## src/rtl/boot_id_params.svh

```systemverilog
// Offsets, field positions, reset values and counts for the identity and strap block
`ifndef BOOT_ID_PARAMS_SVH
`define BOOT_ID_PARAMS_SVH

// CPU word addresses
`define BOOT_STRAP_ADDR        16'h1C34
`define CLK_CONFIG_TWO_ADDR    16'h1C1F

// Identity word layout
`define ID_REV_MSB             31
`define ID_REV_LSB             28
`define ID_PART_MSB            27
`define ID_PART_LSB            12
`define ID_MAKER_MSB           11
`define ID_MAKER_LSB           1
`define ID_FIXED_BIT           0
`define ID_FIXED_VALUE         1'h1

// Boot strap register layout
`define STRAP_FIELD_MSB        10
`define STRAP_FIELD_LSB        5
`define STRAP_HI_MSB           10
`define STRAP_HI_LSB           9
`define STRAP_LO_MSB           8
`define STRAP_LO_LSB           5
`define STRAP_RESET            16'h0000

// Clock configuration two layout
`define CLK_SRC_STATE_BIT      2
`define CLK_CONFIG_TWO_RESET   16'h0000

// Capture timing, in system clock edges after the reset pin rises
`define SYNC_EDGES             4'h2
`define STRAP_HI_EDGE          4'hA

`endif

```

## src/rtl/boot_id_pkg.sv

```systemverilog
// Types shared by the identity and boot strap block
package boot_id_pkg;

  typedef enum logic [2:0] {
    FREQ_OSC_12,
    FREQ_EXT_11_2896,
    FREQ_EXT_12_0_OR_12_288,
    FREQ_EXT_16_8,
    FREQ_EXT_19_2
  } input_clk_freq_t;

  typedef enum logic [1:0] {
    CAP_WAIT_RELEASE,
    CAP_COUNTING,
    CAP_HOLD
  } capture_state_t;

endpackage : boot_id_pkg

```

## src/rtl/device_id_and_boot_strap_regs.sv

```systemverilog
// Device identity word on the scan port and boot strap capture with CPU read-out
`timescale 1ns/10ps
`include "boot_id_params.svh"

module device_id_and_boot_strap_regs #(
  // Arbitrary neutral identity codes
  parameter logic [3:0]  ID_REVISION = 4'h1,
  parameter logic [15:0] ID_PART     = 16'h1234,
  parameter logic [10:0] ID_MAKER    = 11'h0AB
) (
  // Clock and reset
  input  wire logic                          sys_clk,
  input  wire logic                          rstn,
  // Device pins, asynchronous
  input  wire logic                          reset_pin_low_active,
  input  wire logic [5:0]                    ext_mem_addr_pins,
  input  wire logic [5:0]                    general_io_pins,
  input  wire logic                          strap_from_gpio,
  input  wire logic                          clock_source_pin,
  // Scan port, same clock
  input  wire logic                          scan_capture,
  input  wire logic                          scan_shift,
  input  wire logic                          scan_tdi,
  output logic                               scan_tdo,
  // CPU register port
  input  wire logic                          cpu_sel,
  input  wire logic                          cpu_we,
  input  wire logic [15:0]                   cpu_addr,
  output logic [15:0]                        cpu_rdata,
  output logic                               cpu_ack,
  // Status outputs
  output logic [15:0]                        boot_strap_status,
  output logic                               clock_source_pin_state,
  output boot_id_pkg::input_clk_freq_t       input_clk_freq,
  output logic                               strap_valid
);
  import boot_id_pkg::*;

  // Fields placed by the layout constants; bit 0 forced so no maker code can clear it
  function automatic logic [31:0] id_word_build();
    logic [31:0] word;
    word                              = 32'h00000000;
    word[`ID_REV_MSB:`ID_REV_LSB]     = ID_REVISION;
    word[`ID_PART_MSB:`ID_PART_LSB]   = ID_PART;
    word[`ID_MAKER_MSB:`ID_MAKER_LSB] = ID_MAKER;
    word[`ID_FIXED_BIT]               = `ID_FIXED_VALUE;
    return word;
  endfunction : id_word_build

  localparam logic [31:0] ID_WORD = id_word_build();

  typedef struct packed {
    logic             rst_meta;
    logic             rst_sync;
    logic [5:0]       em_meta;
    logic [5:0]       em_sync;
    logic [5:0]       gp_meta;
    logic [5:0]       gp_sync;
    logic             grp_meta;
    logic             grp_sync;
    logic             clk_meta;
    logic             clk_sync;
    capture_state_t   cap_state;
    logic [3:0]       edge_cnt;
    logic [15:0]      strap;
    logic             clk_src;
    input_clk_freq_t  freq;
    logic             valid;
    logic [31:0]      shift;
    logic             tdo;
    logic [15:0]      rdata;
    logic             ack;
  } state_t;

  state_t cur;
  state_t next_cur;
  logic [5:0] strap_pins;

  always_comb begin
    next_cur = cur;

    // Two-flop synchronisers; first stage read only by the second
    // A longer chain would push the tenth-edge capture out of the allowed window
    next_cur.rst_meta = reset_pin_low_active;
    next_cur.rst_sync = cur.rst_meta;
    next_cur.em_meta  = ext_mem_addr_pins;
    next_cur.em_sync  = cur.em_meta;
    next_cur.gp_meta  = general_io_pins;
    next_cur.gp_sync  = cur.gp_meta;
    next_cur.grp_meta = strap_from_gpio;
    next_cur.grp_sync = cur.grp_meta;
    next_cur.clk_meta = clock_source_pin;
    next_cur.clk_sync = cur.clk_meta;

    strap_pins = cur.grp_sync ? cur.gp_sync : cur.em_sync;

    // Strap capture timed from the synchronised reset pin
    case (cur.cap_state)
      CAP_WAIT_RELEASE: begin
        if (cur.rst_sync) begin
          // The two sync edges plus this one are already spent
          next_cur.edge_cnt = `SYNC_EDGES + 4'h1;
          next_cur.strap[`STRAP_LO_MSB:`STRAP_LO_LSB] =
            strap_pins[`STRAP_LO_MSB-`STRAP_FIELD_LSB:0];
          next_cur.cap_state = CAP_COUNTING;
        end
      end
      CAP_COUNTING: begin
        if (!cur.rst_sync) begin
          next_cur.cap_state = CAP_WAIT_RELEASE;
        end else if (cur.edge_cnt == `STRAP_HI_EDGE - 4'h1) begin
          // edge_cnt holds the edges already spent, so this one is the tenth
          // Upper straps wait so slow clock-select straps can settle
          next_cur.strap[`STRAP_HI_MSB:`STRAP_HI_LSB] =
            strap_pins[`STRAP_FIELD_MSB-`STRAP_FIELD_LSB:
                       `STRAP_HI_LSB-`STRAP_FIELD_LSB];
          next_cur.valid     = 1'b1;
          next_cur.cap_state = CAP_HOLD;
        end else begin
          next_cur.edge_cnt = cur.edge_cnt + 4'h1;
        end
      end
      CAP_HOLD: begin
        // Values stay until the reset pin drops again
        // Metastability may add up to two edges, so readers wait for strap_valid
        // rather than counting edges themselves
        if (!cur.rst_sync) begin
          next_cur.valid     = 1'b0;
          next_cur.cap_state = CAP_WAIT_RELEASE;
        end
      end
      default: begin
        next_cur.cap_state = CAP_WAIT_RELEASE;
      end
    endcase

    // Reserved bits never loaded, so they stay zero
    next_cur.strap[15:11] = 5'h00;
    next_cur.strap[4:0]   = 5'h00;

    next_cur.clk_src = cur.clk_sync;

    // Input clock decode
    if (!cur.clk_sync) begin
      next_cur.freq = FREQ_OSC_12;
    end else begin
      case (cur.strap[`STRAP_HI_MSB:`STRAP_HI_LSB])
        2'h0:    next_cur.freq = FREQ_EXT_11_2896;
        2'h1:    next_cur.freq = FREQ_EXT_12_0_OR_12_288;
        2'h2:    next_cur.freq = FREQ_EXT_16_8;
        default: next_cur.freq = FREQ_EXT_19_2;
      endcase
    end

    // Scan port: capture reloads the constant; shifted-in bits enter at bit 31 and reach tdo only after 32 shifts
    if (scan_capture) begin
      next_cur.shift = ID_WORD;
      next_cur.tdo   = ID_WORD[0];
    end else if (scan_shift) begin
      next_cur.shift = {scan_tdi, cur.shift[31:1]};
      next_cur.tdo   = cur.shift[1];
    end

    // CPU port: one-cycle acknowledge, writes have no effect
    // Unmapped reads and writes return zero so no stale word is ever seen
    next_cur.ack   = cpu_sel;
    next_cur.rdata = 16'h0000;
    if (cpu_sel && !cpu_we) begin
      if (cpu_addr == `BOOT_STRAP_ADDR) begin
        next_cur.rdata = cur.strap;
      end else if (cpu_addr == `CLK_CONFIG_TWO_ADDR) begin
        next_cur.rdata[`CLK_SRC_STATE_BIT] = cur.clk_src;
      end
    end
  end

  always_ff @(posedge sys_clk or negedge rstn) begin
    if (!rstn) begin
      cur.rst_meta  <= 1'b0;
      cur.rst_sync  <= 1'b0;
      cur.em_meta   <= 6'h00;
      cur.em_sync   <= 6'h00;
      cur.gp_meta   <= 6'h00;
      cur.gp_sync   <= 6'h00;
      cur.grp_meta  <= 1'b0;
      cur.grp_sync  <= 1'b0;
      cur.clk_meta  <= 1'b0;
      cur.clk_sync  <= 1'b0;
      cur.cap_state <= CAP_WAIT_RELEASE;
      cur.edge_cnt  <= 4'h0;
      cur.strap     <= `STRAP_RESET;
      cur.clk_src   <= 1'b0;
      cur.freq      <= FREQ_OSC_12;
      cur.valid     <= 1'b0;
      cur.shift     <= 32'h00000000;
      cur.tdo       <= 1'b0;
      cur.rdata     <= 16'h0000;
      cur.ack       <= 1'b0;
    end else begin
      cur <= next_cur;
    end
  end

  assign scan_tdo               = cur.tdo;
  assign cpu_rdata              = cur.rdata;
  assign cpu_ack                = cur.ack;
  assign boot_strap_status      = cur.strap;
  assign clock_source_pin_state = cur.clk_src;
  assign input_clk_freq         = cur.freq;
  assign strap_valid            = cur.valid;

endmodule : device_id_and_boot_strap_regs

```

## config.mk

```make
export PLATFORM = sky130hd
export DESIGN_NAME = device_id_and_boot_strap_regs
export DESIGN_NICKNAME = d
export VERILOG_FILES = /design/src/rtl/boot_id_pkg.sv /design/src/rtl/device_id_and_boot_strap_regs.sv
export VERILOG_INCLUDE_DIRS = /design/src /design/src/rtl
export SDC_FILE = /design/constraint.sdc
export NUM_CORES = 1
export LEC_CHECK = 0
export ABC_AREA = 1
export BUFFER_PORTS_ARGS = -buffer_cell sky130_fd_sc_hd__buf_2
export CAP_MARGIN = 40
export CORE_MARGIN = 1
export CORE_UTILIZATION = 48
export DETAILED_ROUTE_END_ITERATION = 10
export PLACE_DENSITY = 0.75
export SYNTH_ARGS = -nofsm -noshare
export SYNTH_HDL_FRONTEND = slang
export SYNTH_SLANG_ARGS = --single-unit
export TNS_END_PERCENT = 10
```

## constraint.sdc

```tcl
create_clock -name sys_clk -period 1.2 [get_ports sys_clk]
set_input_delay 0.12 -clock sys_clk [delete_from_list [all_inputs] [get_ports sys_clk]]
set_output_delay 0.12 -clock sys_clk [all_outputs]
set_load 0.02 [all_outputs]
```

==> results.txt, run 1 <==
----------------------------------------------------
[Status]
  Outcome ... complete, no violations

[Power]
  Switching pwr ... 1.521 mW
  Net Sw Frac ... 0.2506
  Power density normalized to cell area ... 1492 nW/um^2
  Proportion of power drawn by the clock network ... 0.361
  Cell Int Power ... 4.548 mW
  Part of the total power dissipated in combinational logic ... 0.112
  Share of power burned in registers ... 0.527
  Max rail drop VDD ... 750.2 uV
  Static Leak ... 2.088 nW

[STA]
  Fin Hold WS ... 0.03685 ns
  Setup TNS Final ... 0 ns
  Min Clock Period, post-route ... 1.200 ns
  Endpoints failing setup ... 0
  Final number of max-transition violations ... 0
  Layout Skew ... 0.006148 ns
  Fin. Hold Viols ... 0
  Unrepaired setup endpoints after global routing ... true
  Ratio of final minimum period to clock period ... 0.9997
  Minimum setup slack in the final design ... 0.0003902 ns
  Timing-limited maximum frequency ... 833.6 MHz

[Routing]
  Starting DRC count in detailed routing ... 98
  Number of search-and-repair iterations in the first detailed-routing pass ... 4
  Remaining routing DRC violations ... 0
  Vias/cell ... 4.503
  Sum of routed wire length over all layers ... 5494 um
  Routed wirelength normalized by instance count ... 11.33 um
  ANT nets after route ... 0
  Vias ... 2,184

[Logic synthesis]
  Total of flip-flops plus latches after synthesis ... 87
  Synthesized-area fraction occupied by and/or/nand/nor cells ... 0.09094
  Post-Synth Adder-Cell Area ... 0.01096
  Proportion of synthesized chip area in sequential cells ... 0.6355
  Synth Area in Compound Gates ... 0.1045
  Area of the mapped netlist ... 3426 um^2
  Synth cell types ... 24
  Parity-gate share of the synthesized area counting xor and xnor cells ... 0.002557
  Mean cell area of the mapped netlist ... 10.98 um^2
  Mux cell area share after synthesis ... 0
  Warnings, synthesis ... 0
  Combinational family with the most area after synthesis ... buffers and inverters
  Number of instances in the synthesized netlist ... 312

[Critical path]
  Slack of the worst reg-to-reg path ... 0.0004 ns
  Ordered cell list for the critical path ... inv_1, ha_1, nand4_1, nor2_2, inv_1, nand2_1, nand2_1
  Start point of the critical path ... cur[72]
  Worst-path fanout max ... 4
  Critical path launch point type ... register
  Data arrival time at the worst-slack endpoint ... 1.45 ns
  Crit path kind ... register to register
  Critical path data required time ... 1.45 ns
  Largest stage delay on the critical path ... 0.39 ns
  Cell with the largest stage delay on the worst path ... dfrtp_1
  Launching point of the worst reg2reg path ... cur[72]
  Endpoint kind of the worst setup timing path ... register

[Global route]
  First-pass GRT wire length ... 9301 um
  Global router's overall resource usage ... 0.1694
  Number of antenna violations at the first check in global routing ... 0
  Via count of the first global-routing pass ... 2,130
  Largest net degree at the start of global routing ... 29
  Total global routing overflow ... 0

[Worst hold path]
  Worst hold start ... cpu_addr[6]
  Hold/Removal Path Class ... primary input to register

[Placement]
  DP HPWL ... 3658 um
  Setup Slack @ Placement ... -0.02254 ns
  Routability Congestion ... 0.7193
  Number of port buffers ... 57
  Cell total after placement ... 449
  Cell area reported after detailed placement ... 3655 um^2

[Layout]
  Post-route cell area ... 4069 um^2
  Antenna diode count ... 0
  Layout overhead on the synthesized area ... 18.77%
  Fraction of final layout cells with drive strength greater than 1 ... 0.2648
  Non-filler cells in the finished layout ... 485
  Fin nets ... 425

[Clocking]
  TritonCTS Buffers ... 9
  Maximum number of buffers from clock root to sink ... 2
  TritonCTS clock tree ... done
  Clock transition at the register clock pins on the worst setup and hold paths after CTS ... 0.08 ns
  Insertion delay to the later sink of the worst-skew pair ... 0.35 ns
  CTS Root Cell ... clkbuf_8
  Clk sink count ... 87
  Number of H-tree levels ... 3

[Die]
  Placeable core area ... 6832 um^2
  Vert. Die Dim ... 86.48 um
  Number of primary I/O pins ... 77
  Number of rows in the core area ... 30
  Die boundary width ... 86.48 um
  Starting density of the core ... 0.5015
  Die area ... 7479 um^2

[Run]
  Number of max-capacitance violations reported ... 0

----------------------------------------------------
==> routing by layer <==
metal	part of all wire	vias up	track usage	wire length, um
met2	0.50	75	0.2893	2734
met4	0.019	0	0.08636	102
met1	0.42	1036	0.1905	2334
met5	0	-	0	0
met3	0.059	11	0.05524	322
li1	-	1062	-	-
==> registers in the layout, summed over array words and instances, names as in the netlist <==
register and cells:
strap_valid 1, cpu_rdata 7, input_clk_freq 3, clock_source_pin_state 1
boot_strap_status 6, cur 68, cpu_ack 1
==> cell families after synthesis <==
group | Yosys count
buf+inv | 99
flops | 87
simple gates | 73
compound gates | 48
fa+ha+maj | 3
xor+xnor | 1
other cells | 1
==> synthesized netlist by cell type (all sizes together) <==
master,count,area (um^2)
a21oi,1,5.000
a22oi,11,82.58
buf,41,311.5
conb,1,3.750
dfrtp,87,2177
ha,3,37.54
inv,58,217.7
nand2,39,148.9
nand3,4,20.02
nand3b,2,15.01
nand4,3,18.77
nor2,25,108.9
o21ai,17,88.84
o22ai,19,181.4
xor2,1,8.760
==> placed cells by master, fill, tap and decap left out <==
cell type      count
o21ai_1            9
conb_1            19
a22oi_1           11
nand4_1            3
nand3b_1           2
nand3_1            4
a21oi_1            1
o22ai_1            9
buf_4              9
clkinv_2           2
buf_12             1
buf_2             56
clkinvlp_4         1
inv_1             53
o22ai_2           10
o21ai_0            7
nand2_1           38
inv_2              5
nor2_1            21
nand2_2            1
xor2_1             1
nor2_2             3
clkbuf_8           9
dfrtp_1           87
o21ai_2            1
bufinv_16          2
inv_6              2
ha_1               3
dlygate4sd3_1     18
nor2_4             1
==> through the flow <==
step	power (mW)	utilization
4_1_cts	6.149	0.5945
3_3_place_gp	3.866	0.5350
5_1_grt	6.374	0.5956
3_5_place_dp	3.890	0.5350
2_1_floorplan	3.725	-
6_report	6.069	0.5956
==> worst paths after layout <==
check / depth (start not counted) / end
worst max-delay path: 7 / boot_strap_status[9]
worst min-delay path: 4 / cpu_rdata[2]
worst max register to register: 7 / boot_strap_status[9]
worst min register to register: 0 / cur[82]
max in group asynchronous: 3 / cur[35]
min in group asynchronous: 2 / cur[38]
==> critical path: cells and delay by family (launching register included) <==
family        cells  cell delay [ns]
flops             1             0.39
buf+inv           2             0.14
fa+ha+maj         1             0.13
simple gates      4             0.42
==> power groups by stage <==
stage	registers [mW]	clock network, mW	logic (mW)
finish	3.20	2.19	0.680
CTS	3.20	2.26	0.686
global route	3.22	2.39	0.765
detailed placement	3.26	0	0.629
global placement	3.25	0	0.611
floorplan	3.25	0	0.471
==> layout make-up <==
class / count / area (um^2)
Clock buffer: 9 / 123.9
Clock inverter: 7 / 95.09
Fill cell: 576 / 2763
Inverter: 58 / 217.7
Multi-Input combinational cell: 144 / 787.0
Sequential cell: 87 / 2177
Tap cell: 96 / 120.1
Timing Repair Buffer: 84 / 548.0
==> timing repair <==
action,CTS,global route
setup endpoints to repair,5,9
resized for setup,0,1
pin swaps,0,2
hold buffers,18,0
endpoints found under the hold margin,75,0
buffers inserted,1,1
(Power assumes the default switching activity.)
==> run 2, diff against run 1 <==
--- a/config.mk
+++ b/config.mk
@@ -8,11 +8,11 @@
 export LEC_CHECK = 0
 export ABC_AREA = 1
 export BUFFER_PORTS_ARGS = -buffer_cell sky130_fd_sc_hd__buf_2
-export CAP_MARGIN = 40
 export CORE_MARGIN = 1
-export CORE_UTILIZATION = 48
+export CORE_UTILIZATION = 50
+export CTS_BUF_LIST = sky130_fd_sc_hd__clkbuf_4
 export DETAILED_ROUTE_END_ITERATION = 10
-export PLACE_DENSITY = 0.75
+export PLACE_DENSITY = 0.78
 export SYNTH_ARGS = -nofsm -noshare
 export SYNTH_HDL_FRONTEND = slang
 export SYNTH_SLANG_ARGS = --single-unit
==> constraint.sdc (replaced) <==
create_clock -name sys_clk -period 1.2 [get_ports sys_clk]
set_input_delay 0.06 -clock sys_clk [delete_from_list [all_inputs] [get_ports sys_clk]]
set_output_delay 0.06 -clock sys_clk [all_outputs]
set_load 0.02 [all_outputs]
==> run 2 against run 1 <==
Net effect:
- the run now ends with DRC left
- maximum frequency rose by 1.5%
- die area fell by 3.9%
- register-to-register slack improved by 0.03 ns
- worst setup slack improved by 0.018 ns
==> results.txt, run 2 (synthesis gave the netlist of run 1 again) <==
----------------------------------------------------
[Clocking]
  TritonCTS clock tree ... done
  Number of H-tree levels ... 3
  Setup repair bufs after CTS ... 0
  CTS Root Cell ... clkbuf_4
  Maximum number of buffers from clock root to sink ... 2
  TritonCTS Buffers ... 9
  Clock transition at the register clock pins on the worst setup and hold paths after CTS ... 0.13 ns
  Clk sink count ... 87
  Insertion delay to the later sink of the worst-skew pair ... 0.43 ns

[Layout]
  Top reg by flops ... cur
  End-of-flow core utilization ... 0.6349
  Fill cells ... 506
  Commonest cells after routing, fill and taps aside ... dfrtp_1 (87), buf_2 (56), inv_1 (52)
  Antenna diode count ... 0
  Layout overhead on the synthesized area ... 20.38%
  Most common library cell in the layout ignoring fill and taps ... dfrtp_1
  Fin nets ... 440
  Register area ... 2177 um^2
  Flip-flop count of the largest register after layout ... 68
  Area of the multi-input gates ... 787.0 um^2
  Fraction of final layout cells with drive strength greater than 1 ... 0.2525

[Routing]
  Vias/cell ... 4.755
  Remaining routing DRC violations ... 12
  Routed wirelength normalized by instance count ... 12.52 um
  Starting DRC count in detailed routing ... 114
  ANT nets after route ... 0
  Vias ... 2,287
  Number of search-and-repair iterations in the first detailed-routing pass ... 7
  Sum of routed wire length over all layers ... 6021 um

[Die]
  Die area ... 7187 um^2
  Die boundary width ... 84.78 um
  Number of primary I/O pins ... 77
  Vert. Die Dim ... 84.78 um
  Placeable core area ... 6495 um^2
  Number of rows in the core area ... 29
  Starting density of the core ... 0.5275

[Critical path]
  Critical path launch point type ... primary input
  Slack of the worst reg-to-reg path ... 0.03 ns
  Crit path kind ... primary input to register
  Data arrival time at the worst-slack endpoint ... 1.54 ns
  Endpoint kind of the worst setup timing path ... register
  Critical path data required time ... 1.56 ns
  Worst-path fanout max ... 2

[Worst hold path]
  Hold/Removal Path Class ... primary input to asynchronous set/reset pin

[Global route]
  Global router's overall resource usage ... 0.1863
  Number of antenna violations at the first check in global routing ... 0
  Largest net degree at the start of global routing ... 36
  Via count of the first global-routing pass ... 2,218
  Total global routing overflow ... 0
  First-pass GRT wire length ... 10,050 um

[Run]
  Number of max-capacitance violations reported ... 0

[STA]
  Layout Skew ... 0.01557 ns
  Fin. Hold Viols ... 0
  Ratio of final minimum period to clock period ... 0.9850
  Unrepaired setup endpoints after global routing ... true
  Final number of max-transition violations ... 0
  Endpoints failing setup ... 0
  Fin Hold WS ... 0.08422 ns
  Min Clock Period, post-route ... 1.182 ns
  Minimum setup slack in the final design ... 0.01801 ns
  Timing-limited maximum frequency ... 846.0 MHz

[Placement]
  Number of port buffers ... 57
  DP HPWL ... 3718 um
  Routability Congestion ... 0.7067
  Setup Slack @ Placement ... 0.01459 ns

[Power]
  Max rail drop VDD ... 918.3 uV
  Power density normalized to cell area ... 1341 nW/um^2
  Static Leak ... 2.115 nW
  Overall power ... 5.530 mW

[Status]
  Outcome ... finished with violations
  Violated checks ... DRC

----------------------------------------------------
-- run 2: cell types whose count changed in the layout (fill, tap and decap cells not counted), moves of 2 or more --
cell,change
dlygate4sd3_1,+16
clkbuf_4,+9
buf_4,-2
clkbuf_8,-9
-- run 2: metal layers --
layer  global-route usage  wire length, um  vias to the layer above
met1               0.2056             2347                     1093
met3              0.07768              477                       10
li1                     -                -                     1095
met4              0.07858              118                        0
met5                    0                0                        -
met2               0.3178             3077                       89
-- run 2: what timing repair did --
action	4_1_cts	5_1_grt
resized for setup	1	1
endpoints found under the setup margin	1	10
endpoints found under the hold margin	108	0
pin swaps	2	1
hold buffers	35	0
-- run 2: cell type report --
type | instances | share of cell area
clock buffer | 9 | 0.01638
tap | 77 | 0.02336
inverter | 58 | 0.05279
sequential | 87 | 0.5279
multi-input combinational | 144 | 0.1908
timing repair buffer | 99 | 0.1711
clock inverter | 7 | 0.01760
-- run 2: critical path, cell delays in order --
cell	delay, ns
dlygate4sd3_1	0.52
buf_2	0.11
nand2_1	0.04
dlygate4sd3_1	0.54
nor2_1	0.10
nand4_1	0.08
nor2_1	0.09
-- run 2: worst paths after layout --
kind	from	to	depth (start not counted)
worst max-delay path	cpu_addr[0]	cpu_rdata[2]	7
worst min-delay path	rstn	boot_strap_status[10]	2
worst min register to register	cur[91]	cur[85]	0
worst max register to register	cur[72]	boot_strap_status[10]	7
min in group sys_clk	cpu_addr[2]	cpu_rdata[10]	5
max in group asynchronous	rstn	boot_strap_status[8]	3
-- run 2: metrics by stage --
stage | cell area, um^2 | std cells | TNS [ns]
final | 4124 | 481 | 0
after global routing | 4124 | 481 | -0.5648
after CTS | 4121 | 481 | -0.009500
after detailed placement | 3631 | 430 | 0
after global placement | 3631 | 430 | 0
after floorplan | 3493 | 330 | 0
-- run 2: report_power, final --
| group | internal, mW | leakage [nW] | switching [mW] |
|---|---|---|---|
| clock network | 0.638 | 0.0723 | 0.960 |
| registers | 3.11 | 1.07 | 0.0926 |
| logic | 0.295 | 0.977 | 0.435 |
==> run 3, diff against run 2 <==
--- a/config.mk
+++ b/config.mk
@@ -12,7 +12,7 @@
 export CORE_UTILIZATION = 50
 export CTS_BUF_LIST = sky130_fd_sc_hd__clkbuf_4
 export DETAILED_ROUTE_END_ITERATION = 10
-export PLACE_DENSITY = 0.78
+export PLACE_DENSITY = 0.82
 export SYNTH_ARGS = -nofsm -noshare
 export SYNTH_HDL_FRONTEND = slang
 export SYNTH_SLANG_ARGS = --single-unit
==> run 3 against run 2 <==
Net effect:
- the flow still finishes with violations (DRC)
- wire length increased by 0.51%
- final area increased by 1.4%
- sequential share of layout area decreased by 0.73 points
- combinational power increased by 1%
- clock power increased by 18%
- cell count unchanged
- via count decreased by 1.7%
- clock skew increased by 0.017 ns
- critical path depth unchanged
- maximum frequency increased by 0.10%
- die area unchanged
- hold slack got worse by 0.024 ns
- critical path type is now register to register
- largest cell class unchanged
- highest routed layer unchanged
==> results.txt, run 3 (synthesis gave the netlist of run 1 again) <==
----------------------------------------------------
[Die]
  Die area ... 7187 um^2
  Placeable core area ... 6495 um^2
  Die boundary width ... 84.78 um
  Vert. Die Dim ... 84.78 um
  Number of primary I/O pins ... 77
  Starting density of the core ... 0.5275
  Number of rows in the core area ... 29

[Routing]
  Number of search-and-repair iterations in the first detailed-routing pass ... 9
  Sum of routed wire length over all layers ... 6052 um
  Routed wirelength normalized by instance count ... 12.58 um
  Vias/cell ... 4.674
  Vias ... 2,248
  ANT nets after route ... 0
  Remaining routing DRC violations ... 12
  Starting DRC count in detailed routing ... 176

[Critical path]
  Launching point of the worst reg2reg path ... cur[72]
  Slack of the worst reg-to-reg path ... 0.02 ns
  Worst-path fanout max ... 4
  Data arrival time at the worst-slack endpoint ... 1.53 ns
  Cell with the most instances on the worst path ... nand2_2
  Largest stage delay on the critical path ... 0.40 ns
  Start point of the critical path ... cur[72]
  Endpoint kind of the worst setup timing path ... register
  Critical register-to-register path endpoint ... boot_strap_status[9]
  R2r worst-path depth ... 7
  Critical path data required time ... 1.55 ns
  Ordered cell list for the critical path ... inv_1, ha_2, nand4_1, nor2_2, inv_2, nand2_2, nand2_2
  Cell with the largest stage delay on the worst path ... dfrtp_1
  Critical path launch point type ... register
  Crit path kind ... register to register

[Global route]
  Met1 capacity usage during global routing ... 0.2359
  Met2 Use GR ... 0.3363
  Number of antenna violations at the first check in global routing ... 0
  Global router's overall resource usage ... 0.1925
  Via count of the first global-routing pass ... 2,324
  Total global routing overflow ... 0
  First-pass GRT wire length ... 10,570 um
  Most used routing layer in global routing ... met2
  Global routing met3 resource utilization ... 0.04031
  Largest net degree at the start of global routing ... 41

[Clocking]
  CTS Root Cell ... clkbuf_4
  Insertion delay to the later sink of the worst-skew pair ... 0.43 ns
  Number of H-tree levels ... 3
  TritonCTS clock tree ... done
  Maximum number of buffers from clock root to sink ... 2
  Clk sink count ... 87
  Clock transition at the register clock pins on the worst setup and hold paths after CTS ... 0.15 ns
  TritonCTS Buffers ... 9

[Layout]
  End-of-flow core utilization ... 0.6438
  Antenna diode count ... 0
  Fin nets ... 440
  Fraction of final layout cells with drive strength greater than 1 ... 0.2624
  Most common library cell in the layout ignoring fill and taps ... dfrtp_1
  Commonest cells after routing, fill and taps aside ... dfrtp_1 (87), buf_2 (54), inv_1 (52)
  Layout overhead on the synthesized area ... 22.06%
  Top reg by flops ... cur
  Flip-flop count of the largest register after layout ... 68
  Non-filler cells in the finished layout ... 481

[Power]
  Max rail drop VDD ... 751.7 uV
  Power density normalized to cell area ... 1395 nW/um^2
  Overall power ... 5.834 mW
  Static Leak ... 2.151 nW

[Status]
  Outcome ... finished with violations
  Violated checks ... DRC

[Placement]
  DP HPWL ... 3807 um
  Number of port buffers ... 57
  Cell total after placement ... 431
  Routability Congestion ... 0.7519

[Worst hold path]
  Hold/Removal Path Class ... primary input to register
  Worst Hold Path Cells ... 5
  Worst hold start ... scan_shift
  Worst Hold Endpoint ... cur[49]

[STA]
  Endpoints failing setup ... 0
  Min Clock Period, post-route ... 1.181 ns
  Setup TNS Final ... 0 ns
  Layout Skew ... 0.03219 ns
  Fin. Hold Viols ... 0
  Timing-limited maximum frequency ... 846.9 MHz
  Ratio of final minimum period to clock period ... 0.9840
  Unrepaired setup endpoints after global routing ... true
  Final number of max-transition violations ... 0

[Run]
  Number of max-capacitance violations reported ... 0

----------------------------------------------------
## run 3: changes by cell type in the layout (fill, tap and decap cells not counted), moves of 2 or more
| cell | change |
|---|---|
| inv_6 | +3 |
| nand2_1 | -3 |
| clkinvlp_4 | -2 |
| nand2_2 | +3 |
| buf_2 | -2 |
## run 3: stage by stage
step | setup WS [ns] | hold slack [ns] | area [um^2]
5_1_grt | -0.09096 | 0.06247 | 4182
3_5_place_dp | 0.02173 | 0.008143 | 3651
2_1_floorplan | 0.07053 | -0.2356 | 3493
4_1_cts | 0.01146 | 0.02978 | 4169
6_report | 0.01920 | 0.06053 | 4182
3_3_place_gp | 0.08160 | 0.0009499 | 3651
## run 3: critical path, delay by kind of cell (launching register included)
| family | cells | cell delay (ns) |
|---|---|---|
| and+or+nand+nor | 4 | 0.43 |
| DFF | 1 | 0.40 |
| adders and majority gates | 1 | 0.15 |
| buffers and inverters | 2 | 0.14 |
## run 3: area by class of cell
cell class | instances | area [um^2]
fill | 489 | 2313
sequential | 87 | 2177
multi-input combinational | 144 | 797.0
timing repair buffer | 99 | 725.7
inverter | 58 | 217.7
clock inverter | 7 | 100.1
tap | 77 | 96.34
clock buffer | 9 | 67.56
## run 3: worst max-delay path by stage
stage	endpoint	slack, ns	depth (start not counted)
2_1_floorplan	boot_strap_status[9]	0.07	7
5_1_grt	boot_strap_status[9]	-0.09	7
6_report	boot_strap_status[9]	0.02	7
3_3_place_gp	boot_strap_status[9]	0.08	7
3_5_place_dp	boot_strap_status[10]	0.02	7
4_1_cts	boot_strap_status[10]	0.01	7
## run 3: power breakdown
group / total (mW) / internal [mW] / switching [mW]
combinational: 0.739 / 0.304 / 0.435
sequential: 3.21 / 3.11 / 0.0956
clock: 1.89 / 0.871 / 1.02
## run 3: per-layer routing
layer  vias to the layer above  wire, um
li1                       1094         -
met4                         0       102
met3                        12       365
met2                        87      3032
met1                      1055      2552
met5                         -         0
## run 3: repair_timing
action                                  4_1_cts  5_1_grt
endpoints found under the hold margin       110        0
endpoints found under the setup margin        0        9
gates resized for setup                       0        7
hold buffers                                 35        0
buffers inserted                              0        1
